`config.mk`:
```
export PLATFORM = sky130hd
export DESIGN_NAME = rai_top
export DESIGN_NICKNAME = d
export VERILOG_FILES = /design/src/logic/rai_pkg.sv /design/src/logic/rai_top.sv /design/src/logic/rai_pulse.sv
export SDC_FILE = /design/constraint.sdc
export NUM_CORES = 1
export LEC_CHECK = 0
export ABC_AREA = 1
export BUFFER_PORTS_ARGS = -buffer_cell sky130_fd_sc_hd__buf_2
export CORE_MARGIN = 2
export CORE_UTILIZATION = 55
export CTS_CLUSTER_DIAMETER = 100
export DETAILED_ROUTE_END_ITERATION = 12
export HOLD_SLACK_MARGIN = 0.02
export PLACE_DENSITY = 0.71
export RECOVER_POWER = 25
export SYNTH_ARGS = -nofsm -noshare
export SYNTH_HDL_FRONTEND = slang
export SYNTH_HIERARCHICAL = 1
export SYNTH_SLANG_ARGS = --single-unit
```
`constraint.sdc`:
```
create_clock -name I_CLK -period 5.8 [get_ports I_CLK]
set_clock_uncertainty 0.15 [all_clocks]
set_input_delay 1.74 -clock I_CLK [delete_from_list [all_inputs] [get_ports I_CLK]]
set_output_delay 1.74 -clock I_CLK [all_outputs]
set_load 0.005 [all_outputs]
```
`src/logic/rai_pkg.sv`:
```
// constants and carrier types for the rtc interrupt aggregator
// How it works
// - enabled set flags are ORed into one combined request
// - output-select fields steer the request onto pin one or pin two
// - request pins show the request inverted, active low
// - watchdog flag raises interrupt when steer is 0, reset when 1
// - watchdog does nothing while its timeout count is zero
// - level-only sources hold the request until software clears the flag
// - a flag reaches a pin only when its enable is set; watchdog needs steer 0 and a nonzero count
// - alarm flag sets when the repeat-selected time fields all match
// - alarm output shape picks level or pulse and pulse length
// - countdown zero sets its flag while run is set; shape fields time it
// - timer request always drives timer pin; square-wave select may add clock pin
// - watchdog flag sets when the watchdog reaches timeout
// - battery flag sets on comparator crossing; polarity picks falling or rising
// - external flags set on input edges; per-input polarity picks the edge
// - live levels of both external inputs are readable
// - oscillator and autocal failures set flags that request when enabled
// - writing zero clears a flag; a status write updates all flags at once
// - with auto-clear set, a status read returns flags then clears them
// - an event coinciding with an auto-clear read is never lost
// - oscillator and autocal flags ignore auto-clear reads; direct write clears
// - watchdog with steer set asserts system reset for about 60 ms
package rai_pkg;
  localparam logic [7:0] ADDR_STATUS   = 8'h0F;
  localparam logic [7:0] ADDR_CTRL2    = 8'h11;
  localparam logic [7:0] ADDR_MASK     = 8'h12;
  localparam logic [7:0] ADDR_SQW      = 8'h13;
  localparam logic [7:0] ADDR_CDT      = 8'h18;
  localparam logic [7:0] ADDR_WDT      = 8'h1B;
  localparam logic [7:0] ADDR_OSC_CTRL = 8'h1C;
  localparam logic [7:0] ADDR_OSC_STAT = 8'h1D;
  localparam logic [7:0] ADDR_BATTERY_THRESHOLD_SEL     = 8'h21;
  localparam logic [7:0] ADDR_BATIO    = 8'h27;
  localparam logic [7:0] ADDR_XRAM     = 8'h3F;
  // status flag and enable positions
  localparam int NFLAG = 6;
  localparam int F_EXT1 = 0;
  localparam int F_EXT2 = 1;
  localparam int F_ALM  = 2;
  localparam int F_TIM  = 3;
  localparam int F_BL   = 4;
  localparam int F_WDT  = 5;
  localparam int M_SHAPE_LSB = 5;
  localparam int M_AUTO_CLEAR_ON_READ      = 7;
  localparam int C2_OUT1_LSB = 0;
  localparam int C2_OUT2_LSB = 3;
  localparam logic [2:0] OUT1_SEL_IRQ = 3'h0;
  localparam logic [2:0] OUT2_SEL_IRQ = 3'h3;
  localparam logic [4:0] SQW_SEL_TIMER = 5'h1B;
  localparam int CD_RUN   = 7;
  localparam int CD_SHAPE = 6;
  localparam int CD_FREQ_LSB = 0;
  localparam int WD_STEER   = 7;
  localparam int WD_CNT_LSB = 2;
  localparam int OC_OSC_FAIL_ENABLE = 1;
  localparam int OC_AUTOCAL_FAIL_ENABLE = 0;
  localparam int OS_OF  = 1;
  localparam int OS_ACF = 0;
  localparam int BR_BATTERY_EDGE_POLARITY = 0;
  localparam int BR_X1P  = 1;
  localparam int BR_X2P  = 2;
  localparam int BR_SEL_LSB = 4;
  localparam int XR_EXT_ONE_PIN_LEVEL = 5;
  localparam int XR_EXT_TWO_PIN_LEVEL = 4;
  localparam int XR_RPT_LSB = 5;
  localparam logic [7:0] XR_RW_MASK   = 8'hCF;
  localparam logic [7:0] OSC_STAT_RST = 8'h02;
  localparam logic [7:0] BYTE_ZERO    = 8'h00;
  localparam logic [6:0] ALM_ALL      = 7'h7F;
  // timing at a 50 MHz clock
  localparam int CLK_HZ = 50_000_000;
  localparam int CLK_NS = 20;
  localparam int WD_RESET_MS  = 60;
  localparam int WD_RESET_CYC = WD_RESET_MS * (CLK_HZ / 1000);
  localparam int PULSE_W = 12;
  localparam int PULSE0_NS = 200;
  localparam int PULSE1_NS = 2000;
  localparam int PULSE2_NS = 20000;
  localparam int PULSE3_NS = 60000;
  localparam logic [PULSE_W-1:0] PULSE0_CYC = PULSE_W'(PULSE0_NS / CLK_NS);
  localparam logic [PULSE_W-1:0] PULSE1_CYC = PULSE_W'(PULSE1_NS / CLK_NS);
  localparam logic [PULSE_W-1:0] PULSE2_CYC = PULSE_W'(PULSE2_NS / CLK_NS);
  localparam logic [PULSE_W-1:0] PULSE3_CYC = PULSE_W'(PULSE3_NS / CLK_NS);

  typedef struct packed {
    logic       wr;
    logic       rd;
    logic [7:0] addr;
    logic [7:0] wdata;
  } rai_req_t;
endpackage

```
`src/logic/rai_top.sv`:
```
// interrupt flags, gating, pin steering and watchdog reset of the rtc
`timescale 1ns/1ps
`default_nettype none
module rai_top #(
  parameter int RESET_CYCLES = rai_pkg::WD_RESET_CYC
) (
  input  wire logic              I_CLK,
  input  wire logic              I_RST,
  input  wire rai_pkg::rai_req_t I_REQ,
  output var  logic [7:0]        O_RDATA,
  input  wire logic [6:0]        I_FIELD_EQ,
  input  wire logic              I_COUNTDOWN_ZERO,
  input  wire logic              I_WATCHDOG_EXPIRE,
  input  wire logic              I_OSC_FAIL,
  input  wire logic              I_AUTOCAL_FAIL,
  input  wire logic              I_BATTERY_ABOVE,
  input  wire logic              I_EXTERNAL_INPUT_ONE,
  input  wire logic              I_EXTERNAL_INPUT_TWO,
  output var  logic              O_MULTIPURPOSE_OUT_ONE_N,
  output var  logic              O_MULTIPURPOSE_OUT_TWO_N,
  output var  logic              O_TIMER_REQUEST_PIN_N,
  output var  logic              O_CLOCK_OUT_N,
  output var  logic              O_SYSTEM_RESET_OUT_N,
  output var  logic [7:0]        O_COUNTDOWN_CTRL,
  output var  logic [4:0]        O_WATCHDOG_TIMEOUT_COUNT,
  output var  logic [3:0]        O_BATTERY_THRESHOLD_SEL
);
  localparam int RW = $clog2(RESET_CYCLES + 1);
  localparam int PW = rai_pkg::PULSE_W;
  localparam int NF = rai_pkg::NFLAG;

  if (RESET_CYCLES < 1) begin : g_chk
    $error("rai_top: RESET_CYCLES must be at least 1");
  end

  typedef enum logic {RAI_WR_IDLE, RAI_WR_HOLD} rai_wr_state_t;

  function automatic logic [PW-1:0] pulse_len(input logic [1:0] idx);
    case (idx)
      2'h0: pulse_len = rai_pkg::PULSE0_CYC;
      2'h1: pulse_len = rai_pkg::PULSE1_CYC;
      2'h2: pulse_len = rai_pkg::PULSE2_CYC;
      default: pulse_len = rai_pkg::PULSE3_CYC;
    endcase
  endfunction

  function automatic logic hit(input rai_pkg::rai_req_t r, input logic [7:0] a);
    hit = r.wr && (r.addr == a);
  endfunction

  // control registers
  logic [NF-1:0] flags_reg;
  logic [NF-1:0] flags_next;
  logic [7:0]    mask_reg;
  logic [7:0]    ctrl2_reg;
  logic [7:0]    sqw_reg;
  logic [7:0]    cdt_reg;
  logic [7:0]    wdt_reg;
  logic [7:0]    oscc_reg;
  logic [7:0]    oscs_reg;
  logic [7:0]    oscs_next;
  logic [7:0]    battery_threshold_sel_reg;
  logic [7:0]    batio_reg;
  logic [7:0]    xram_reg;
  logic [7:0]    rdata_reg;
  logic [7:0]    rd_mux;

  // pin synchronisers {battery, ext two, ext one}
  logic [2:0] s1_reg;
  logic [2:0] s2_reg;
  logic [2:0] s3_reg;
  logic [2:0] stable_reg;
  logic [2:0] stable_next;
  logic [2:0] trig_lvl;
  logic [2:0] trig_prev_reg;
  logic [2:0] pol_vec;
  logic [2:0] pin_ev;

  logic          match_reg;
  logic          alm_match;
  logic [6:0]    alm_need;
  logic [2:0]    alm_rpt;
  logic [NF-1:0] ev;
  logic [NF-1:0] keep;
  logic [1:0]    osc_ev;
  logic [1:0]    pulse_trig;
  logic [PW-1:0] pulse_len_v [2];
  logic [1:0]    pulse_act;
  logic [1:0]    alm_shape;
  logic          wd_armed;
  logic          wd_steer;
  logic          auto_clear;
  logic          st_read;
  logic [7:0]    req_vec;
  logic          irq;
  logic          out1_reg;
  logic          out2_reg;
  logic          tpin_reg;
  logic          clko_reg;
  logic [RW-1:0] hold_reg;
  logic [RW-1:0] hold_next;
  rai_wr_state_t wr_state_reg;
  rai_wr_state_t wr_state_next;

  assign stable_next = (s2_reg & s3_reg) | (stable_reg & (s2_reg ^ s3_reg));
  assign pol_vec = {battery_threshold_sel_reg[rai_pkg::BR_BATTERY_EDGE_POLARITY], battery_threshold_sel_reg[rai_pkg::BR_X2P],
                    battery_threshold_sel_reg[rai_pkg::BR_X1P]};
  // polarity 1 arms rising, 0 falling; a polarity change can fire at once
  assign trig_lvl = ~(stable_reg ^ pol_vec);
  assign pin_ev   = trig_lvl & ~trig_prev_reg;

  // alarm: repeat value r compares fields 0..7-r, zero disables
  assign alm_rpt   = xram_reg[rai_pkg::XR_RPT_LSB +: 3];
  assign alm_need  = (alm_rpt == 3'h0) ? 7'h00 : (rai_pkg::ALM_ALL >> (alm_rpt - 3'h1));
  assign alm_match = (alm_rpt != 3'h0) && (&(I_FIELD_EQ | ~alm_need));

  assign wd_steer = wdt_reg[rai_pkg::WD_STEER];
  assign wd_armed = (wdt_reg[rai_pkg::WD_CNT_LSB +: 5] != 5'h00);

  assign ev[rai_pkg::F_EXT1] = pin_ev[0];
  assign ev[rai_pkg::F_EXT2] = pin_ev[1];
  assign ev[rai_pkg::F_BL]   = pin_ev[2];
  assign ev[rai_pkg::F_ALM]  = alm_match & ~match_reg;
  assign ev[rai_pkg::F_TIM]  = I_COUNTDOWN_ZERO & cdt_reg[rai_pkg::CD_RUN];
  assign ev[rai_pkg::F_WDT]  = I_WATCHDOG_EXPIRE & wd_armed;
  assign osc_ev = {I_OSC_FAIL, I_AUTOCAL_FAIL};

  // status write keeps bits written 1; auto-clear read keeps none
  assign auto_clear = mask_reg[rai_pkg::M_AUTO_CLEAR_ON_READ];
  assign st_read = I_REQ.rd && (I_REQ.addr == rai_pkg::ADDR_STATUS);
  assign keep = hit(I_REQ, rai_pkg::ADDR_STATUS) ? I_REQ.wdata[NF-1:0]
              : (st_read && auto_clear) ? '0 : '1;
  assign flags_next = (flags_reg & keep) | ev;
  assign oscs_next = hit(I_REQ, rai_pkg::ADDR_OSC_STAT)
                   ? ((oscs_reg & I_REQ.wdata) | {6'h00, osc_ev})
                   : (oscs_reg | {6'h00, osc_ev});

  // pulse shapers: 0 alarm, 1 countdown
  assign alm_shape = mask_reg[rai_pkg::M_SHAPE_LSB +: 2];
  assign pulse_trig = {ev[rai_pkg::F_TIM], ev[rai_pkg::F_ALM]};
  assign pulse_len_v[0] = pulse_len(alm_shape);
  assign pulse_len_v[1] = pulse_len(cdt_reg[rai_pkg::CD_FREQ_LSB +: 2]);

  for (genvar g = 0; g < 2; g++) begin : g_pulse
    rai_pulse #(.W(PW)) u_pulse (
      .i_clk    (I_CLK),
      .i_rst    (I_RST),
      .i_trig   (pulse_trig[g]),
      .i_len    (pulse_len_v[g]),
      .o_active (pulse_act[g])
    );
  end

  // per-source requests, each gated by its enable; watchdog by steer 0 and nonzero count
  assign req_vec[0] = mask_reg[rai_pkg::F_ALM] & ((alm_shape == 2'h0) ?
                      flags_reg[rai_pkg::F_ALM] : pulse_act[0]);
  assign req_vec[1] = mask_reg[rai_pkg::F_TIM] & (cdt_reg[rai_pkg::CD_SHAPE] ?
                      pulse_act[1] : flags_reg[rai_pkg::F_TIM]);
  assign req_vec[2] = ~wd_steer & wd_armed & flags_reg[rai_pkg::F_WDT];
  assign req_vec[3] = mask_reg[rai_pkg::F_BL] & flags_reg[rai_pkg::F_BL];
  assign req_vec[4] = mask_reg[rai_pkg::F_EXT1] & flags_reg[rai_pkg::F_EXT1];
  assign req_vec[5] = mask_reg[rai_pkg::F_EXT2] & flags_reg[rai_pkg::F_EXT2];
  assign req_vec[6] = oscc_reg[rai_pkg::OC_OSC_FAIL_ENABLE] & oscs_reg[rai_pkg::OS_OF];
  assign req_vec[7] = oscc_reg[rai_pkg::OC_AUTOCAL_FAIL_ENABLE] & oscs_reg[rai_pkg::OS_ACF];
  assign irq = |req_vec;

  // read selection
  assign rd_mux =
      (I_REQ.addr == rai_pkg::ADDR_STATUS)   ? {2'h0, flags_reg} :
      (I_REQ.addr == rai_pkg::ADDR_CTRL2)    ? ctrl2_reg :
      (I_REQ.addr == rai_pkg::ADDR_MASK)     ? mask_reg :
      (I_REQ.addr == rai_pkg::ADDR_SQW)      ? sqw_reg :
      (I_REQ.addr == rai_pkg::ADDR_CDT)      ? cdt_reg :
      (I_REQ.addr == rai_pkg::ADDR_WDT)      ? wdt_reg :
      (I_REQ.addr == rai_pkg::ADDR_OSC_CTRL) ? oscc_reg :
      (I_REQ.addr == rai_pkg::ADDR_OSC_STAT) ? oscs_reg :
      (I_REQ.addr == rai_pkg::ADDR_BATTERY_THRESHOLD_SEL)     ? battery_threshold_sel_reg :
      (I_REQ.addr == rai_pkg::ADDR_BATIO)    ? batio_reg :
      (I_REQ.addr == rai_pkg::ADDR_XRAM)     ? ((xram_reg & rai_pkg::XR_RW_MASK) |
        (8'(stable_reg[0]) << rai_pkg::XR_EXT_ONE_PIN_LEVEL) |
        (8'(stable_reg[1]) << rai_pkg::XR_EXT_TWO_PIN_LEVEL)) :
      rai_pkg::BYTE_ZERO;

  // watchdog reset hold
  always_comb begin
    wr_state_next = wr_state_reg;
    hold_next = hold_reg;
    unique case (wr_state_reg)
      RAI_WR_IDLE: begin
        if (ev[rai_pkg::F_WDT] && wd_steer) begin
          wr_state_next = RAI_WR_HOLD;
          hold_next = RW'(RESET_CYCLES);
        end
      end
      RAI_WR_HOLD: begin
        hold_next = hold_reg - RW'(1);
        if (hold_reg == RW'(1)) begin
          wr_state_next = RAI_WR_IDLE;
        end
      end
    endcase
  end

  always_ff @(posedge I_CLK) begin
    if (I_RST) begin
      s1_reg        <= 3'h0;
      s2_reg        <= 3'h0;
      s3_reg        <= 3'h0;
      stable_reg    <= 3'h0;
      trig_prev_reg <= 3'h7;
      match_reg     <= 1'b0;
    end else begin
      s1_reg        <= {I_BATTERY_ABOVE, I_EXTERNAL_INPUT_TWO, I_EXTERNAL_INPUT_ONE};
      s2_reg        <= s1_reg;
      s3_reg        <= s2_reg;
      stable_reg    <= stable_next;
      trig_prev_reg <= trig_lvl;
      match_reg     <= alm_match;
    end
  end

  always_ff @(posedge I_CLK) begin
    if (I_RST) begin
      flags_reg <= '0;
      oscs_reg  <= rai_pkg::OSC_STAT_RST;
      rdata_reg <= rai_pkg::BYTE_ZERO;
    end else begin
      flags_reg <= flags_next;
      oscs_reg  <= oscs_next;
      rdata_reg <= I_REQ.rd ? rd_mux : rdata_reg;
    end
  end

  always_ff @(posedge I_CLK) begin
    if (I_RST) begin
      mask_reg  <= rai_pkg::BYTE_ZERO;
      ctrl2_reg <= rai_pkg::BYTE_ZERO;
      sqw_reg   <= rai_pkg::BYTE_ZERO;
      cdt_reg   <= rai_pkg::BYTE_ZERO;
      wdt_reg   <= rai_pkg::BYTE_ZERO;
      oscc_reg  <= rai_pkg::BYTE_ZERO;
      battery_threshold_sel_reg  <= rai_pkg::BYTE_ZERO;
      batio_reg <= rai_pkg::BYTE_ZERO;
      xram_reg  <= rai_pkg::BYTE_ZERO;
    end else begin
      mask_reg  <= hit(I_REQ, rai_pkg::ADDR_MASK) ? I_REQ.wdata : mask_reg;
      ctrl2_reg <= hit(I_REQ, rai_pkg::ADDR_CTRL2) ? I_REQ.wdata : ctrl2_reg;
      sqw_reg   <= hit(I_REQ, rai_pkg::ADDR_SQW) ? I_REQ.wdata : sqw_reg;
      cdt_reg   <= hit(I_REQ, rai_pkg::ADDR_CDT) ? I_REQ.wdata : cdt_reg;
      wdt_reg   <= hit(I_REQ, rai_pkg::ADDR_WDT) ? I_REQ.wdata : wdt_reg;
      oscc_reg  <= hit(I_REQ, rai_pkg::ADDR_OSC_CTRL) ? I_REQ.wdata : oscc_reg;
      battery_threshold_sel_reg  <= hit(I_REQ, rai_pkg::ADDR_BATTERY_THRESHOLD_SEL) ? I_REQ.wdata : battery_threshold_sel_reg;
      batio_reg <= hit(I_REQ, rai_pkg::ADDR_BATIO) ? I_REQ.wdata : batio_reg;
      xram_reg  <= hit(I_REQ, rai_pkg::ADDR_XRAM) ? I_REQ.wdata : xram_reg;
    end
  end

  // registered pins, inverted request
  always_ff @(posedge I_CLK) begin
    if (I_RST) begin
      out1_reg     <= 1'b1;
      out2_reg     <= 1'b1;
      tpin_reg     <= 1'b1;
      clko_reg     <= 1'b1;
      wr_state_reg <= RAI_WR_IDLE;
      hold_reg     <= '0;
    end else begin
      out1_reg <= ~(irq && ctrl2_reg[rai_pkg::C2_OUT1_LSB +: 3] == rai_pkg::OUT1_SEL_IRQ);
      out2_reg <= ~(irq && ctrl2_reg[rai_pkg::C2_OUT2_LSB +: 3] == rai_pkg::OUT2_SEL_IRQ);
      tpin_reg <= ~req_vec[1];
      clko_reg <= ~(req_vec[1] && sqw_reg[4:0] == rai_pkg::SQW_SEL_TIMER);
      wr_state_reg <= wr_state_next;
      hold_reg     <= hold_next;
    end
  end

  assign O_RDATA                  = rdata_reg;
  assign O_MULTIPURPOSE_OUT_ONE_N = out1_reg;
  assign O_MULTIPURPOSE_OUT_TWO_N = out2_reg;
  assign O_TIMER_REQUEST_PIN_N    = tpin_reg;
  assign O_CLOCK_OUT_N            = clko_reg;
  assign O_SYSTEM_RESET_OUT_N     = (wr_state_reg != RAI_WR_HOLD);
  assign O_COUNTDOWN_CTRL         = cdt_reg;
  assign O_WATCHDOG_TIMEOUT_COUNT = wdt_reg[rai_pkg::WD_CNT_LSB +: 5];
  assign O_BATTERY_THRESHOLD_SEL  = battery_threshold_sel_reg[rai_pkg::BR_SEL_LSB +: 4];
endmodule
`default_nettype wire

```
`src/logic/rai_pulse.sv`:
```
// one-shot stretcher for pulse-shaped requests
`timescale 1ns/1ps
`default_nettype none
module rai_pulse #(
  parameter int W = 12
) (
  input  wire logic         i_clk,
  input  wire logic         i_rst,
  input  wire logic         i_trig,
  input  wire logic [W-1:0] i_len,
  output var  logic         o_active
);
  logic [W-1:0] cnt_reg;
  logic [W-1:0] cnt_next;

  if (W < 2) begin : g_chk
    $error("rai_pulse: W too small");
  end

  // retrigger reloads the length
  assign cnt_next = i_trig ? i_len : ((cnt_reg != '0) ? cnt_reg - W'(1) : cnt_reg);
  assign o_active = (cnt_reg != '0);

  always_ff @(posedge i_clk) begin
    if (i_rst) begin
      cnt_reg <= '0;
    end else begin
      cnt_reg <= cnt_next;
    end
  end
endmodule
`default_nettype wire

```
==> flow_summary.yaml <==
clock_tree:
  postCtsSetupBuffers: 0
  cts_root_buf: "sky130_fd_sc_hd__clkbuf_16"
  cts_num_sinks: 160
  clockBufferDepth: 2
  clk_latency_ps: 430
  cts_buffers: 17
  clk_pin_slew_worst_paths_ps: 70
  cts-hold-fix-buffers: 0
  cts_resized: 0
  cts.htree.levels: 4
  cts_tree: "built"
setup_path:
  timing.rr.end: "g_pulse[0].u_pulse/cnt_reg[6]"
  worst-endpoint-arrival_ps: 4630
  cp_max_fo: 58
  critical_path.startpoint_type: "primary input"
  worst_r2r_startpoint: "xram_reg[6]"
  reg2reg_depth: 13
  endpoint_kind: "flip-flop"
  internal_reg_to_reg_setup_slack_ps: 2720
  critical_path_required_ps: 5930
  critical_path_start_end_classification: "in -> reg"
die:
  floorplan.die_area_mm2: 0.01612
  dieWidth_um: 127.0
  fp-row-count: 44
  design.portCount: 64
  core_mm2: 0.01464
  die_height_um: 127.0
  initial_utilization_pct: 56.78
synthesis:
  synth.top_cell.area_share_pct: 38.53
  synth_largest_area_cell: "sky130_fd_sc_hd__dfxtp_1"
  async_flop_share_pct: 0
  post_synth.cell_area_avg_um2: 7.022
  number_of_flops_mapped_to_enable_cells_by_yosys: 0
  post_synth_num_cell_types: 47
  synth-seq-area-share_pct: 38.53
  synth.ff_latch_count: 160
  netlist_area_mm2: 0.008314
  synthesis.instances: 1184
  ys_dominant_reg_cell: "sky130_fd_sc_hd__dfxtp_1"
  yosysWarnings: 6
  post_synth_main_area_contributors: "sky130_fd_sc_hd__dfxtp_1 (39%), sky130_fd_sc_hd__nand2_1 (8.7%), sky130_fd_sc_hd__inv_1 (8.3%)"
final_layout:
  diodes: 0
  areaGrowthSynthToFinish_pct: 10.59
  drive_gt1_share_pct: 13.51
  layout_common_cells: "sky130_fd_sc_hd__nand2_1 (193), sky130_fd_sc_hd__inv_1 (182), sky130_fd_sc_hd__dfxtp_1 (160), sky130_fd_sc_hd__a21oi_1 (115), sky130_fd_sc_hd__nand3_1 (104)"
  net_count_of_the_finished_layout: 1276
  largest_reg_flops: 24
  layout_commonest_cell: "sky130_fd_sc_hd__nand2_1"
routing:
  wl_per_cell_um: 14.70
  totalWireLength_um: 20770
  detail_route.iter0.violations: 764
  drtPass1Iterations: 5
  num_vias: 7549
  drcViolationCount: 0
  route.detailed.vias_per_inst: 5.343
  detail-route-antenna-nets: 0
placed_design:
  detailedPlacementHpwl_um: 14350
  place.port_buffers: 63
  pre_cts_slack_ps: 1892
  place.gp.congestion: 0.8962
sta:
  post-route-min-period_ps: 4502
  tns_setup_ps: 0
  final-hold-violation-count: 0
  min_period_over_period_pct: 77.63
  rsz0062_at_grt: "no"
  tightest_slew_ps: 2271
  timing.fmax_mhz: 222.1
  maxSlewHeadroom_pct: -51.43
  finalWorstSetupSlack_ps: 1298
  setup_viol_count_final: 0
  maxSlewViolCount: 143
power_and_ir_drop:
  ir_drop_mv: 0.2910
  swShare_pct: 33.08
  pwr-share-clk_pct: 36.6
  sequentialPowerShare_pct: 39.5
  net-switching-power_uw: 1022
  cell_internal_pwr_uw: 2067
  share_comb_of_total_power_pct: 23.9
  static-leakage-power_uw: 0.003894
  power_density_cells_mw_per_mm2: 335.9
global_routing:
  grt_pass1_vias: 6732
  grt_start_max_net_pins: 84
  first_pass_grt_wire_length_um: 33460
  combined_global_route_utilization_of_all_metal_layers_pct: 26.00
  initial_antenna_violation_count: 0
  total_gr_overflow: 0
run_status:
  violations: "max-capacitance violations, max-slew violations"
  outcome: "finished with violations"
min_path:
  timing.hold.worst.class: "reg -> reg"
  min_delay_path_depth: 2
  worst_hold_endpoint: "s2_reg[2]"
  holdCritStartpoint: "s1_reg[2]"
run:
  maxCapViolCount: 2
==> stage by stage <==
stage	cells	total power [uW]	area, um2	utilization (%)	hold WS (ps)
2_1_floorplan	1187	1822	8325	-	232.1
3_3_place_gp	1381	1962	8612	58.81	240.0
3_5_place_dp	1381	1967	8612	58.81	250.1
4_1_cts	1413	3101	9209	62.88	259.9
5_1_grt	1413	3262	9195	62.79	275.8
6_report	1413	3089	9195	62.79	257.3
==> critical path: stages <==
cell	delay [ps]
sky130_fd_sc_hd__clkbuf_1	80
sky130_fd_sc_hd__clkinv_1	220
sky130_fd_sc_hd__clkbuf_1	1640
sky130_fd_sc_hd__nand2_1	330
sky130_fd_sc_hd__or4_1	580
==> logic make-up (layout without fill, tap and decap cells) <==
family | after synthesis | count (layout) | share of synthesized area, %
DFF | 160 | 160 | 38.53
adders and majority gates | 26 | 26 | 3.913
AOI/OAI and AO/OA | 239 | 239 | 15.20
muxes | 1 | 1 | 0.1204
and+or+nand+nor | 508 | 508 | 29.72
xor gates and xnor gates | 7 | 7 | 0.7374
buffers and inverters | 242 | 284 | 11.74
other | 1 | 4 | 0.04510
==> power by group through the flow <==
stage | Sequential (uW) | Combinational (uW) | Clock [uW]
5_1_grt | 1230 | 834 | 1200
3_3_place_gp | 1240 | 718 | 0
2_1_floorplan | 1230 | 590 | 0
3_5_place_dp | 1240 | 724 | 0
6_report | 1220 | 737 | 1130
4_1_cts | 1220 | 733 | 1150
==> synth_stat cells (all sizes together), types with 2 or more instances <==
cell,instances
nand3,115
dfxtp,160
o21bai,2
inv,187
xor2,2
clkbuf,26
o21ai,100
nand3b,2
nor3b,7
nor2,130
or4,2
nor3,13
a21oi,122
or2,14
nand4,23
a31oi,7
xnor2,5
a221oi,2
buf,29
ha,26
nand2,201
==> layer usage <==
| metal | share of wire [%] | track usage [%] | up-vias |
|---|---|---|---|
| met3 | 5.0 | 5.103 | 33 |
| met2 | 45 | 40.45 | 209 |
| li1 | - | - | 3879 |
| met1 | 48 | 36.06 | 3428 |
| met4 | 2.2 | 9.244 | 0 |
| met5 | 0 | 0 | - |
==> worst max path at each step <==
| stage | endpoint | startpoint | slack, ps | cells after the start |
|---|---|---|---|---|
| 3_3_place_gp | g_pulse[0].u_pulse/cnt_reg[6] | I_FIELD_EQ[4] | 1920 | 10 |
| 4_1_cts | sqw_reg[2] | I_REQ[15] | 2330 | 9 |
| 5_1_grt | O_CLOCK_OUT_N | I_RST | 1060 | 5 |
| 6_report | O_CLOCK_OUT_N | I_RST | 1300 | 5 |
| 2_1_floorplan | g_pulse[0].u_pulse/cnt_reg[8] | I_FIELD_EQ[4] | 2550 | 9 |
| 3_5_place_dp | g_pulse[0].u_pulse/cnt_reg[6] | I_FIELD_EQ[4] | 1890 | 10 |
==> layout make-up <==
class	count	area [um2]
Fill cell	1329	5449
Multi-Input combinational cell	785	4146
Sequential cell	160	3203
Inverter	187	701.9
Clock buffer	19	452.9
Timing Repair Buffer	65	316.6
Tap cell	184	230.2
Clock inverter	13	143.9
Note: power is estimated with default switching activity, not from simulation.
